$ cat src/ipf_consts.vh
`ifndef IPF_CONSTS_VH
`define IPF_CONSTS_VH

// Register byte offsets
`define IPF_OFF_CTRL      8'h00
`define IPF_OFF_NHNUM     8'h04
`define IPF_OFF_STAT      8'h08
`define IPF_OFF_PASSCNT   8'h0C
`define IPF_OFF_BLKCNT    8'h10
`define IPF_OFF_SRCADDR   8'h20
`define IPF_OFF_SRCMASK   8'h30
`define IPF_OFF_DSTADDR   8'h40
`define IPF_OFF_DSTMASK   8'h50

// Control fields
`define IPF_CTRL_SRC_EQ   0
`define IPF_CTRL_DST_EQ   1
`define IPF_CTRL_NH_EQ    2
`define IPF_CTRL_NHSEL_LO 4
`define IPF_CTRL_NHSEL_HI 5

// Next header selection codes
`define IPF_NHSEL_NUM     2'h0
`define IPF_NHSEL_UDP     2'h1
`define IPF_NHSEL_TCP     2'h2
`define IPF_NHSEL_ICMP    2'h3

// Protocol identifiers
`define IPF_PROTO_UDP     8'h11
`define IPF_PROTO_TCP     8'h06
`define IPF_PROTO_ICMP6   8'h3A

// Header byte positions
`define IPF_HDR_NH_BYTE   6
`define IPF_HDR_SRC_BYTE  8
`define IPF_HDR_DST_BYTE  24
`define IPF_HDR_LEN       40

// Reset values and response codes
`define IPF_RST_WORD      32'h00000000
`define IPF_RESP_OKAY     2'h0
`define IPF_RESP_SLVERR   2'h2

`endif

$ cat src/ipf_filter.v
// How it works
// [RL1] Source criterion on ignore leaves source address out of the decision.
// [RL2] Packet passes only if no enabled criterion blocks it.
// [RL3] Source equal-to passes only packets matching masked configured address.
// [RL4] Holds a 128-bit configurable source address, eight 16-bit groups.
// [RL5] Source mask is ANDed with the packet source address before compare.
// [RL6] Destination criterion has same ignore and equal-to behaviour.
// [RL7] Holds a 128-bit configurable destination address.
// [RL8] Destination mask is ANDed before destination comparison.
// [RL9] Next header 8-bit criterion with ignore and equal-to settings.
// [RL10] Next header value selectable as UDP, TCP, ICMP or numeric.
// [RL11] Named selections map to 17, 6 and 58.
// [RL12] Numeric next header value used only when selection is numeric.
// [RL13] Fields taken from fixed header positions; one decision per packet.
//
// Implementation choices: the register offsets and the AXI4-Lite slave port.
`timescale 1ns/1ns
module ipf_filter (
    input  wire        aclk,
    input  wire        aresetn,
    input  wire [7:0]  awaddr,
    input  wire        awvalid,
    output wire        awready,
    input  wire [31:0] wdata,
    input  wire [3:0]  wstrb,
    input  wire        wvalid,
    output wire        wready,
    output reg  [1:0]  bresp,
    output reg         bvalid,
    input  wire        bready,
    input  wire [7:0]  araddr,
    input  wire        arvalid,
    output wire        arready,
    output reg  [31:0] rdata,
    output reg  [1:0]  rresp,
    output reg         rvalid,
    input  wire        rready,
    input  wire [7:0]  pkt_data,
    input  wire        pkt_valid,
    input  wire        pkt_last,
    output reg         dec_valid,
    output reg         dec_pass
);
`include "ipf_consts.vh"

    reg  [31:0]  ctrl_q;
    reg  [7:0]   nhnum_q;
    reg  [31:0]  src_cfg_q [0:3];
    reg  [31:0]  src_msk_q [0:3];
    reg  [31:0]  dst_cfg_q [0:3];
    reg  [31:0]  dst_msk_q [0:3];
    reg  [31:0]  pass_cnt_q;
    reg  [31:0]  blk_cnt_q;
    reg          last_pass_q;
    reg          seen_q;
    reg          aw_got_q;
    reg          w_got_q;
    reg  [7:0]   aw_addr_q;
    reg  [31:0]  w_data_q;
    reg  [3:0]   w_strb_q;
    reg  [127:0] hsrc_q;
    reg  [127:0] hdst_q;
    reg  [7:0]   hnh_q;
    reg  [5:0]   bcnt_q;
    wire [127:0] pkt_dst_now;
    wire [127:0] src_cfg;
    wire [127:0] src_msk;
    wire [127:0] dst_cfg;
    wire [127:0] dst_msk;
    wire         match_pass;
    wire         wr_go;
    integer      i;

    // Word index inside a four-word 128-bit block; word 0 holds group A:B
    function [1:0] word_idx;
        input [7:0] a;
        begin
            word_idx = a[3:2];
        end
    endfunction

    function [31:0] merge;
        input [31:0] old;
        input [31:0] nw;
        input [3:0]  st;
        integer k;
        begin
            merge = old;
            for (k = 0; k < 4; k = k + 1) begin
                if (st[k]) merge[8*k +: 8] = nw[8*k +: 8];
            end
        end
    endfunction

    genvar g;
    generate
        for (g = 0; g < 4; g = g + 1) begin : g_pack
            assign src_cfg[127-32*g -: 32] = src_cfg_q[g]; // RL4
            assign src_msk[127-32*g -: 32] = src_msk_q[g];
            assign dst_cfg[127-32*g -: 32] = dst_cfg_q[g]; // RL7
            assign dst_msk[127-32*g -: 32] = dst_msk_q[g];
        end
    endgenerate

    // Write channel: address and data taken in either order
    assign awready = !aw_got_q && !bvalid;
    assign wready  = !w_got_q && !bvalid;
    assign wr_go   = aw_got_q && w_got_q;

    always @(posedge aclk) begin
        if (!aresetn) begin
            aw_got_q  <= 1'b0;
            w_got_q   <= 1'b0;
            aw_addr_q <= 8'h00;
            w_data_q  <= `IPF_RST_WORD;
            w_strb_q  <= 4'h0;
            bvalid    <= 1'b0;
            bresp     <= `IPF_RESP_OKAY;
            ctrl_q    <= `IPF_RST_WORD;
            nhnum_q   <= 8'h00;
            for (i = 0; i < 4; i = i + 1) begin
                src_cfg_q[i] <= `IPF_RST_WORD;
                src_msk_q[i] <= `IPF_RST_WORD;
                dst_cfg_q[i] <= `IPF_RST_WORD;
                dst_msk_q[i] <= `IPF_RST_WORD;
            end
        end else begin
            if (awvalid && awready) begin
                aw_got_q  <= 1'b1;
                aw_addr_q <= awaddr;
            end
            if (wvalid && wready) begin
                w_got_q  <= 1'b1;
                w_data_q <= wdata;
                w_strb_q <= wstrb;
            end
            if (bvalid && bready) begin
                bvalid <= 1'b0;
            end
            if (wr_go) begin
                aw_got_q <= 1'b0;
                w_got_q  <= 1'b0;
                bvalid   <= 1'b1;
                bresp    <= `IPF_RESP_OKAY;
                case (aw_addr_q[7:4])
                    4'h0: begin
                        if (aw_addr_q == `IPF_OFF_CTRL) begin
                            ctrl_q <= merge(ctrl_q, w_data_q, w_strb_q) & 32'h00000037;
                        end else if (aw_addr_q == `IPF_OFF_NHNUM) begin
                            if (w_strb_q[0]) nhnum_q <= w_data_q[7:0];
                        end else if (aw_addr_q != `IPF_OFF_STAT &&
                                     aw_addr_q != `IPF_OFF_PASSCNT) begin
                            bresp <= `IPF_RESP_SLVERR;
                        end
                    end
                    4'h1: begin
                        if (aw_addr_q != `IPF_OFF_BLKCNT) bresp <= `IPF_RESP_SLVERR;
                    end
                    4'h2: src_cfg_q[word_idx(aw_addr_q)] <=
                        merge(src_cfg_q[word_idx(aw_addr_q)], w_data_q, w_strb_q); // RL4
                    4'h3: src_msk_q[word_idx(aw_addr_q)] <=
                        merge(src_msk_q[word_idx(aw_addr_q)], w_data_q, w_strb_q);
                    4'h4: dst_cfg_q[word_idx(aw_addr_q)] <=
                        merge(dst_cfg_q[word_idx(aw_addr_q)], w_data_q, w_strb_q); // RL7
                    4'h5: dst_msk_q[word_idx(aw_addr_q)] <=
                        merge(dst_msk_q[word_idx(aw_addr_q)], w_data_q, w_strb_q);
                    default: bresp <= `IPF_RESP_SLVERR;
                endcase
            end
        end
    end

    // Read channel: one read at a time, answer one cycle after address taken
    assign arready = !rvalid;

    always @(posedge aclk) begin
        if (!aresetn) begin
            rvalid <= 1'b0;
            rdata  <= `IPF_RST_WORD;
            rresp  <= `IPF_RESP_OKAY;
        end else if (arvalid && arready) begin
            rvalid <= 1'b1;
            rresp  <= `IPF_RESP_OKAY;
            rdata  <= `IPF_RST_WORD;
            case (araddr[7:4])
                4'h0: begin
                    if (araddr == `IPF_OFF_CTRL) rdata <= ctrl_q;
                    else if (araddr == `IPF_OFF_NHNUM) rdata <= {24'h000000, nhnum_q};
                    else if (araddr == `IPF_OFF_STAT) rdata <= {30'h0, seen_q, last_pass_q};
                    else if (araddr == `IPF_OFF_PASSCNT) rdata <= pass_cnt_q;
                    else rresp <= `IPF_RESP_SLVERR;
                end
                4'h1: begin
                    if (araddr == `IPF_OFF_BLKCNT) rdata <= blk_cnt_q;
                    else rresp <= `IPF_RESP_SLVERR;
                end
                4'h2: rdata <= src_cfg_q[word_idx(araddr)];
                4'h3: rdata <= src_msk_q[word_idx(araddr)];
                4'h4: rdata <= dst_cfg_q[word_idx(araddr)];
                4'h5: rdata <= dst_msk_q[word_idx(araddr)];
                default: rresp <= `IPF_RESP_SLVERR;
            endcase
        end else if (rvalid && rready) begin
            rvalid <= 1'b0;
        end
    end

    // Header capture from the byte stream; byte 0 is the version nibble
    always @(posedge aclk) begin
        if (!aresetn) begin
            bcnt_q  <= 6'h00;
            hsrc_q  <= 128'h0;
            hdst_q  <= 128'h0;
            hnh_q   <= 8'h00;
        end else if (pkt_valid) begin
            if (bcnt_q < `IPF_HDR_LEN) begin
                if (bcnt_q == `IPF_HDR_NH_BYTE) hnh_q <= pkt_data; // RL13
                if (bcnt_q >= `IPF_HDR_SRC_BYTE && bcnt_q < `IPF_HDR_DST_BYTE)
                    hsrc_q <= {hsrc_q[119:0], pkt_data}; // RL13
                if (bcnt_q >= `IPF_HDR_DST_BYTE)
                    hdst_q <= {hdst_q[119:0], pkt_data}; // RL13
            end
            if (pkt_last) begin
                bcnt_q  <= 6'h00;
            end else if (bcnt_q < `IPF_HDR_LEN) begin
                bcnt_q <= bcnt_q + 6'h01;
            end
        end
    end

    // Last destination byte is still on the bus when a 40-byte packet ends
    assign pkt_dst_now = (bcnt_q == `IPF_HDR_LEN - 1) ? {hdst_q[119:0], pkt_data} : hdst_q;

    ipf_match u_match (
        .src_eq   (ctrl_q[`IPF_CTRL_SRC_EQ]),
        .dst_eq   (ctrl_q[`IPF_CTRL_DST_EQ]),
        .nh_eq    (ctrl_q[`IPF_CTRL_NH_EQ]),
        .nh_sel   (ctrl_q[`IPF_CTRL_NHSEL_HI:`IPF_CTRL_NHSEL_LO]),
        .nh_num   (nhnum_q),
        .src_cfg  (src_cfg),
        .src_mask (src_msk),
        .dst_cfg  (dst_cfg),
        .dst_mask (dst_msk),
        .pkt_src  (hsrc_q),
        .pkt_dst  (pkt_dst_now),
        .pkt_nh   (hnh_q),
        .pass     (match_pass)
    );

    // Decision on the last packet byte, not at header end; truncated packets are blocked
    wire hdr_done = (bcnt_q >= `IPF_HDR_LEN - 1);

    always @(posedge aclk) begin
        if (!aresetn) begin
            dec_valid   <= 1'b0;
            dec_pass    <= 1'b0;
            last_pass_q <= 1'b0;
            seen_q      <= 1'b0;
            pass_cnt_q  <= `IPF_RST_WORD;
            blk_cnt_q   <= `IPF_RST_WORD;
        end else begin
            dec_valid <= 1'b0;
            if (pkt_valid && pkt_last) begin
                dec_valid   <= 1'b1; // RL13
                dec_pass    <= hdr_done & match_pass; // RL2
                last_pass_q <= hdr_done & match_pass;
                seen_q      <= 1'b1;
                if (hdr_done & match_pass) pass_cnt_q <= pass_cnt_q + 32'h1;
                else blk_cnt_q <= blk_cnt_q + 32'h1;
            end
        end
    end
endmodule

$ cat src/ipf_match.v
`timescale 1ns/1ns
module ipf_match (
    input  wire         src_eq,
    input  wire         dst_eq,
    input  wire         nh_eq,
    input  wire [1:0]   nh_sel,
    input  wire [7:0]   nh_num,
    input  wire [127:0] src_cfg,
    input  wire [127:0] src_mask,
    input  wire [127:0] dst_cfg,
    input  wire [127:0] dst_mask,
    input  wire [127:0] pkt_src,
    input  wire [127:0] pkt_dst,
    input  wire [7:0]   pkt_nh,
    output wire         pass
);
`include "ipf_consts.vh"

    function match_masked;
        input [127:0] a;
        input [127:0] b;
        input [127:0] m;
        begin
            match_masked = ((a & m) == (b & m));
        end
    endfunction

    reg  [7:0] nh_want;
    wire       src_ok;
    wire       dst_ok;
    wire       nh_ok;

    always @* begin
        case (nh_sel)
            `IPF_NHSEL_UDP:  nh_want = `IPF_PROTO_UDP; // RL11
            `IPF_NHSEL_TCP:  nh_want = `IPF_PROTO_TCP; // RL11
            `IPF_NHSEL_ICMP: nh_want = `IPF_PROTO_ICMP6; // RL11
            default:         nh_want = nh_num; // RL12
        endcase
    end

    // Mask applies to both sides so unmasked config bits never matter
    assign src_ok = !src_eq || match_masked(pkt_src, src_cfg, src_mask); // RL1 RL3 RL5
    assign dst_ok = !dst_eq || match_masked(pkt_dst, dst_cfg, dst_mask); // RL6 RL8
    assign nh_ok  = !nh_eq || (pkt_nh == nh_want); // RL9 RL10
    assign pass   = src_ok & dst_ok & nh_ok; // RL2
endmodule

$ cat config.mk
export PLATFORM = sky130hd
export DESIGN_NAME = ipf_filter
export DESIGN_NICKNAME = d
export VERILOG_FILES = /design/src/ipf_filter.v /design/src/ipf_match.v
export VERILOG_INCLUDE_DIRS = /design/src
export SDC_FILE = /design/constraint.sdc
export NUM_CORES = 2
export LEC_CHECK = 0
export BUFFER_PORTS_ARGS = -buffer_cell sky130_fd_sc_hd__buf_2
export CAP_MARGIN = 40
export CORE_MARGIN = 5
export CORE_UTILIZATION = 40
export DETAILED_ROUTE_END_ITERATION = 10
export PLACE_DENSITY = 0.61
export SLEW_MARGIN = 40
export SYNTH_ARGS = -nofsm -noshare
export SYNTH_HDL_FRONTEND = slang
export SYNTH_HIERARCHICAL = 1
export SYNTH_SLANG_ARGS = --single-unit
$ cat constraint.sdc
create_clock -name aclk -period 9.23 [get_ports aclk]
set_input_delay 1.846 -clock aclk [delete_from_list [all_inputs] [get_ports aclk]]
set_output_delay 1.846 -clock aclk [all_outputs]
set_load 0.01 [all_outputs]
# [Yosys cells after proc, flatten, opt, wreduce, memory -nomap -nowiden]
# Memories as Yosys holds them, arrays and structs flattened.
# Cells that the tools add are included.
[classes] add_sub_neg=3 magnitude_cmp=5 eq_ne=42 n_mux=119 bitwise_logic=10 n_reduce_logical=59
[op_table] cell="bitwise AND 128 bit" count=4
[op_table] cell="2-to-1 mux 8 bit" count=64
[op_table] cell="2-to-1 mux 32 bit" count=9
[op_table] cell="equality test 128 bit" count=2
[op_table] cell="one-hot mux 32 bit (6 select lines)" count=1
[op_table] cell="2-to-1 mux 128 bit" count=1
[op_table] cell="OR reduction 32 bit" count=4
[op_table] cell="adder 32 x 1 -> 32 bit, second input constant" count=2
[op_table] cell="inequality test 4 bit, second input constant" count=16
[op_table] cell="AND reduction 2 bit" count=19
[op_table] cell="2-to-1 mux 2 bit" count=13
[op_table] cell="one-hot mux 8 bit (3 select lines)" count=1
[op_table] cell="2-to-1 mux 1 bit" count=22
[op_table] cell="equality test 4 x 2 -> 1 bit, second input constant" count=4
[op_table] cell="equality test 4 x 3 -> 1 bit, second input constant" count=4
[op_table] cell="equality test 8 x 3 -> 1 bit, second input constant" count=2
[op_table] cell="equality test 8 x 4 -> 1 bit, second input constant" count=2
[op_table] cell="logical NOT 8 bit" count=2
[op_table] cell="2-to-1 mux 4 bit" count=4
[op_table] cell="inequality test 8 x 4 -> 1 bit, second input constant" count=2
[op_table] cell="2-to-1 mux 6 bit" count=2
[op_table] cell="one-hot mux 2 bit (3 select lines)" count=2
[op_table] cell="logical AND 1 bit" count=11
[op_table] cell="AND reduction 3 bit" count=3
[op_table] cell="24 further kinds" count=42
[word_totals] regBits=434 mem_bits_rw=512 elab_cells=263 mem_count=4
[mem_list] name="dst_cfg_q" depth=4 width=32 read_ports=5 rd_ports_with_merged_regs=0 wr=4 line_no="ipf_filter.v:50" text="reg [31:0] dst_cfg_q [0:3];"
[mem_list] name="dst_msk_q" depth=4 width=32 read_ports=5 rd_ports_with_merged_regs=0 wr=4 line_no="ipf_filter.v:51" text="reg [31:0] dst_msk_q [0:3];"
[mem_list] name="src_cfg_q" depth=4 width=32 read_ports=5 rd_ports_with_merged_regs=0 wr=4 line_no="ipf_filter.v:48" text="reg [31:0] src_cfg_q [0:3];"
[mem_list] name="src_msk_q" depth=4 width=32 read_ports=5 rd_ports_with_merged_regs=0 wr=4 line_no="ipf_filter.v:49" text="reg [31:0] src_msk_q [0:3];"

# [Longest topological paths before layout]
[logic_depth] word_depth=10 ltp_mapped=18

# [By module]
# The synthesis kept the hierarchy.
[by_module_without_submodules] module="ipf_filter" instances=1 cells_each=3640 area_each_um2=41188.3 seq_area_each_um2=24023.0
[by_module_without_submodules] module="ipf_match" instances=1 cells_each=469 area_each_um2=3739.8 seq_area_each_um2=0.0

# [Worst setup path before layout]
# No wires, ideal clock.
[synth_path] path_type="input to register" from="input pkt_data[7]" to="register pass_cnt_q[31]" setup_ns=0.115 arrival_ns=4.526 setup_slack_ns=4.589 cell_stages=13 n_path_buf=1 path_cell_list="mux2_2 -> xor2_1 -> a22oi_1 -> nand4_1 -> nor4_1 -> nand4_1 -> a222oi_1 -> nand2_2 -> nor4_2 -> nand4_1 -> clkbuf_2 -> o31a_1 -> o21a_1"
[synth_between] elab_chain_len=8
[synth_rtl] item="start: declaration" line_no="ipf_filter.v:38" text="input wire [7:0] pkt_data,"
[synth_rtl] item="2-to-1 mux 128 bit" line_no="ipf_filter.v:232" text="assign pkt_dst_now = (bcnt_q == `IPF_HDR_LEN - 1) ? {hdst_q[119:0], pkt_data} : hdst_q;"
[synth_rtl] item="bitwise AND 128 bit" line_no="ipf_match.v:24" text="match_masked = ((a & m) == (b & m));"
[synth_rtl] item="equality test 128 bit" line_no="ipf_match.v:24"
[synth_rtl] item="logical OR 1 bit" line_no="ipf_match.v:44" text="assign dst_ok = !dst_eq || match_masked(pkt_dst, dst_cfg, dst_mask);"
[synth_rtl] item="bitwise AND 1 bit (2 in series)" line_no="ipf_match.v:46" text="assign pass = src_ok & dst_ok & nh_ok;"
[synth_rtl] item="named net match_pass" line_no="ipf_filter.v:70" text="wire match_pass;"
[synth_rtl] item="bitwise AND 1 bit" line_no="ipf_filter.v:268" text="if (hdr_done & match_pass) pass_cnt_q <= pass_cnt_q + 32'h1;"
[synth_rtl] item="AND reduction 2 bit (no line)"
[synth_rtl] item="end signal: assignment" line_no="ipf_filter.v:259" text="pass_cnt_q <= `IPF_RST_WORD;"
[synth_rtl] item="end signal: assignment" line_no="ipf_filter.v:268"
[synth_rtl] item="end: declaration" line_no="ipf_filter.v:52" text="reg [31:0] pass_cnt_q;"
# The timed path passes the listed nets, and every way through them passes these cells.
# A chain may end at the register's enable or synchronous reset.

# [Worst setup path in the final report]
[layout_path] from="register bcnt_q[3]" to="register pass_cnt_q[31]"
[layout_between] elab_chain_len=9
[layout_rtl] item="start: declaration" line_no="ipf_filter.v:64" text="reg [5:0] bcnt_q;"
[layout_rtl] item="start signal: assignment" line_no="ipf_filter.v:226" text="bcnt_q <= bcnt_q + 6'h01;"
[layout_rtl] item="equality test 6 bit" line_no="ipf_filter.v:232"
[layout_rtl] item="2-to-1 mux 128 bit" line_no="ipf_filter.v:232"
[layout_rtl] item="named net pkt_dst_now[74]" line_no="ipf_filter.v:65" text="wire [127:0] pkt_dst_now;"
[layout_rtl] item="bitwise AND 128 bit" line_no="ipf_match.v:24"
[layout_rtl] item="equality test 128 bit" line_no="ipf_match.v:24"
[layout_rtl] item="logical OR 1 bit" line_no="ipf_match.v:44"
[layout_rtl] item="bitwise AND 1 bit (2 in series)" line_no="ipf_match.v:46"
[layout_rtl] item="named net match_pass" line_no="ipf_filter.v:70"
[layout_rtl] item="bitwise AND 1 bit" line_no="ipf_filter.v:268"
[layout_rtl] item="AND reduction 2 bit (no line)"
# The timed path passes the listed nets, and every way through them passes these cells.

==> results_dict.tcl <==
set metrics [dict create \
    status "finished, final reports clean" \
    post_cts_resized 0 \
    startpoint_type "flip-flop" \
    ant_nets 0 \
    path_common_cell "nand4_1" \
    via_per_inst 5.95 \
    antenna_found_initial 10 \
    layout.nets 4193 \
    clock_latency_ns 0.71 \
    synth.area.top_cells "edfxtp_1 (34%), dfxtp_1 (19%), and2_1 (7.3%)" \
    final.min_clock_period_ns 6.48 \
    total_power_mw 9.39 \
    synthFlopType "edfxtp_1" \
    hold_violations 0 \
    wl_per_cell_um 30.6 \
    use_met3_pct 6.95 \
    power.density_nw_per_um2 186 \
    drc 0 \
    synth_top_area_share_pct 34.2 \
    port_buffers 109 \
    busiest_layer "met2" \
    synth-seq-cells 944 \
    regToRegSetupSlack_ns 2.75 \
    path_max_fanout 72 \
    gp_congestion 1.05 \
    routed-via-count 34000 \
    cts_sinks 944 \
    top_level_ports 112 \
    first_pass_iters 6 \
    endpoint_kind "flip-flop" \
    dp_cells 5514 \
    final_cell_mix "nand2_1 (683), and2_1 (526), edfxtp_1 (512)" \
    core.rowCount 123 \
    crit_required_ns 9.83 \
    synth_area_leader_cell "edfxtp_1" \
    finalInstanceArea_um2 50400 \
    r2r-start "bcnt_q[3]$_SDFFE_PN0P_" \
    hold_buffers 0 \
    dpl.hpwl_um 132000 \
    combPwrFrac_pct 5.0 \
    drv_slew 0 \
    setup_tns_ns 0 \
    drive_gt1_share_pct 15.7 \
    synth.distinct_cells 73 \
    cts_root_buf "clkbuf_16" \
    maxCapViolCount 0 \
    use_met2_pct 41.4 \
    swShare_pct 24.1 \
    p_clk_share_pct 44.9 \
    intPower_mw 7.13 \
    path_clk_slew_ns 0.07 \
    rr_endpoint "pass_cnt_q[31]$_SDFFE_PN0P_" \
    cts_buffer_depth 3 \
    cpPeakStageDelay_ns 0.63 \
    cts-htree-levels 3 \
    min_path_type "flip-flop to flip-flop" \
    dieArea_um2 119000 \
    fp.dieW_um 345 \
    fp.coreArea_um2 112000 \
    peakVddDrop_mv 0.148 \
    slew_headroom_pct 36.9 \
    worstPathArrival_ns 7.08 \
    grt_pass1_vias 30700 \
    gr-total-overflow 0 \
    hold_slack_ns 0.454 \
    critPathBufInv 2 \
    finalSetupViolations 0 \
    hold_depth 2 \
    drt_iter0_drc 5492 \
    fin_ws_ns 2.75 \
    crit_chain "nor2_1 -> nand4_1 -> buf_4 -> buf_6 -> mux2_2 -> xor2_1 -> a22oi_1 -> nand4_1 -> nor4_1 -> nand4_1 -> a222oi_1 -> nand2_2 -> nor4_2 -> nand4_1 -> o31a_1 -> o21a_1" \
    p_sw_mw 2.26 \
    syn_to_final_growth_pct 12.2 \
    met1_usage_pct 40.7 \
    yosysSeqAreaShare_pct 53.5 \
    worstHoldEndpoint "hdst_q[123]$_SDFFE_PN0P_" \
    pwr-share-seq_pct 50.1 \
    grt_pass1_wl_um 240000 \
    post-route-util_pct 45.0 \
    yosys_warnings 6 \
    min-delay-start "hdst_q[123]$_SDFFE_PN0P_" \
    start_util_pct 40.1 \
    syn_area_um2 44900 \
    p_leak_nw 18.7 \
    seq_area_um2 24000 \
    grt_setup_unrepaired "no" \
    finalWirelength_um 174000 \
    worstSetupPathType "flip-flop to flip-flop" \
    fill_cells 10500 \
    timing.final.crit_share_pct 70.2 \
    cts_setup_buffers 0 \
    syn_inst 4109 \
    final-instance-count-excl-fill 5709 \
    placed_area_um2 46900 \
    multiInputGateArea_um2 19800 \
    synth_edf_count 512 \
    avgSynthCellArea_um2 10.9 \
    layout_commonest_cell "nand2_1" \
    cts_buffers 101 \
    cts_tree "done" \
    dpl_worst_slack_ns 3.05 \
    grt_max_degree 124 \
    crit_slowest_cell "buf_6" \
    rr_worst_depth 16 \
    die_y_um 345 \
    tightest_slew_ns 0.946 \
    finClkSkew_ns 0.0400 \
    max_freq_mhz 154 \
    grtUsageTotal_pct 28.1 \
    cp_top_family "simple AND/OR/NAND/NOR gates" \
    async_flop_share_pct 0 \
]
==> cells by family after synthesis <==
kind of cell / count (synthesis) / share of synthesized area, %
other cells: 1 / 0.00835
xor+xnor: 307 / 5.98
buf+inv: 284 / 2.75
fa+ha+maj: 5 / 0.139
mux: 281 / 10.2
compound gates: 713 / 9.76
flops: 944 / 53.5
simple gates: 1574 / 17.7
==> worst max path at each step <==
stage,from,to,slack (ns),depth (start not counted)
finish,bcnt_q[3]$_SDFFE_PN0P_,pass_cnt_q[31]$_SDFFE_PN0P_,2.75,16
global route,bcnt_q[1]$_SDFFE_PN0P_,pass_cnt_q[23]$_SDFFE_PN0P_,2.63,16
CTS,bcnt_q[3]$_SDFFE_PN0P_,pass_cnt_q[31]$_SDFFE_PN0P_,3.04,16
detailed placement,bcnt_q[1]$_SDFFE_PN0P_,pass_cnt_q[31]$_SDFFE_PN0P_,3.05,16
global placement,bcnt_q[1]$_SDFFE_PN0P_,pass_cnt_q[27]$_SDFFE_PN0P_,2.96,16
floorplan,pkt_data[7],pass_cnt_q[31]$_SDFFE_PN0P_,4.59,13
==> cells in the mapped netlist, types with 6 or more instances <==
cell and n:
buf_1 12, a22oi_1 215, xor2_1 291, buf_2 51, clkbuf_1 184, buf_6 8
nor4_1 18, nand2b_1 10, nor3_1 11, edfxtp_1 512, o21a_1 6, xnor2_1 16
inv_1 13, a22o_1 28, nor2_2 11, mux2i_1 23, and4_1 15, dfxtp_1 432
and2_1 526, o21ai_0 74, nor2_1 124, nand2_1 683, buf_4 10, mux4_2 128
a211oi_1 7, a21oi_1 348, or3_1 18, nand3_1 55, clkbuf_2 6, and3_1 10
nand4_1 59, mux2_2 130
==> power by group through the flow <==
stage          clock (mW)  combinational (mW)  sequential [mW]
6_report             4.21               0.471             4.71
5_1_grt              4.41               0.490             4.71
4_1_cts              4.25               0.462             4.70
3_5_place_dp            0               0.460             4.79
3_3_place_gp            0               0.453             4.79
2_1_floorplan           0               0.301             4.65
==> flip-flops by register name, summed over array words and instances, names as in the netlist, 32 cells and up <==
| name | count |
|---|---|
| src_msk_q | 128 |
| dst_cfg_q | 128 |
| rdata | 32 |
| hdst_q | 128 |
| dst_msk_q | 128 |
| blk_cnt_q | 32 |
| w_data_q | 32 |
| src_cfg_q | 128 |
| hsrc_q | 128 |
| pass_cnt_q | 32 |
==> per-layer routing <==
| metal | vias up | wire length, um |
|---|---|---|
| li1 | 14700 | - |
| met1 | 17000 | 71900 |
| met4 | 6 | 5990 |
| met3 | 277 | 21600 |
| met5 | - | 42 |
| met2 | 2071 | 75000 |
==> area by class of cell <==
cell class / instances / area share (%)
inverters: 13 / 0.112
well taps: 1500 / 3.72
flip-flops and latches: 944 / 47.7
diodes: 3 / 0.0149
multi-input cells: 2882 / 39.3
clock buffers: 160 / 6.05
clock inverters: 30 / 0.767
repair buffers: 177 / 2.35
==> worst reg2reg max path: cells and delay by family, from the launching register on <==
kind,cells,cell delay [ns]
multiplexers,1,0.48
flip-flops,1,0.50
XOR/XNOR,1,0.16
AO/OA/AOI/OAI,4,1.36
AND/OR/NAND/NOR,8,2.61
buffers and inverters,2,1.29
(Power assumes the default switching activity.)
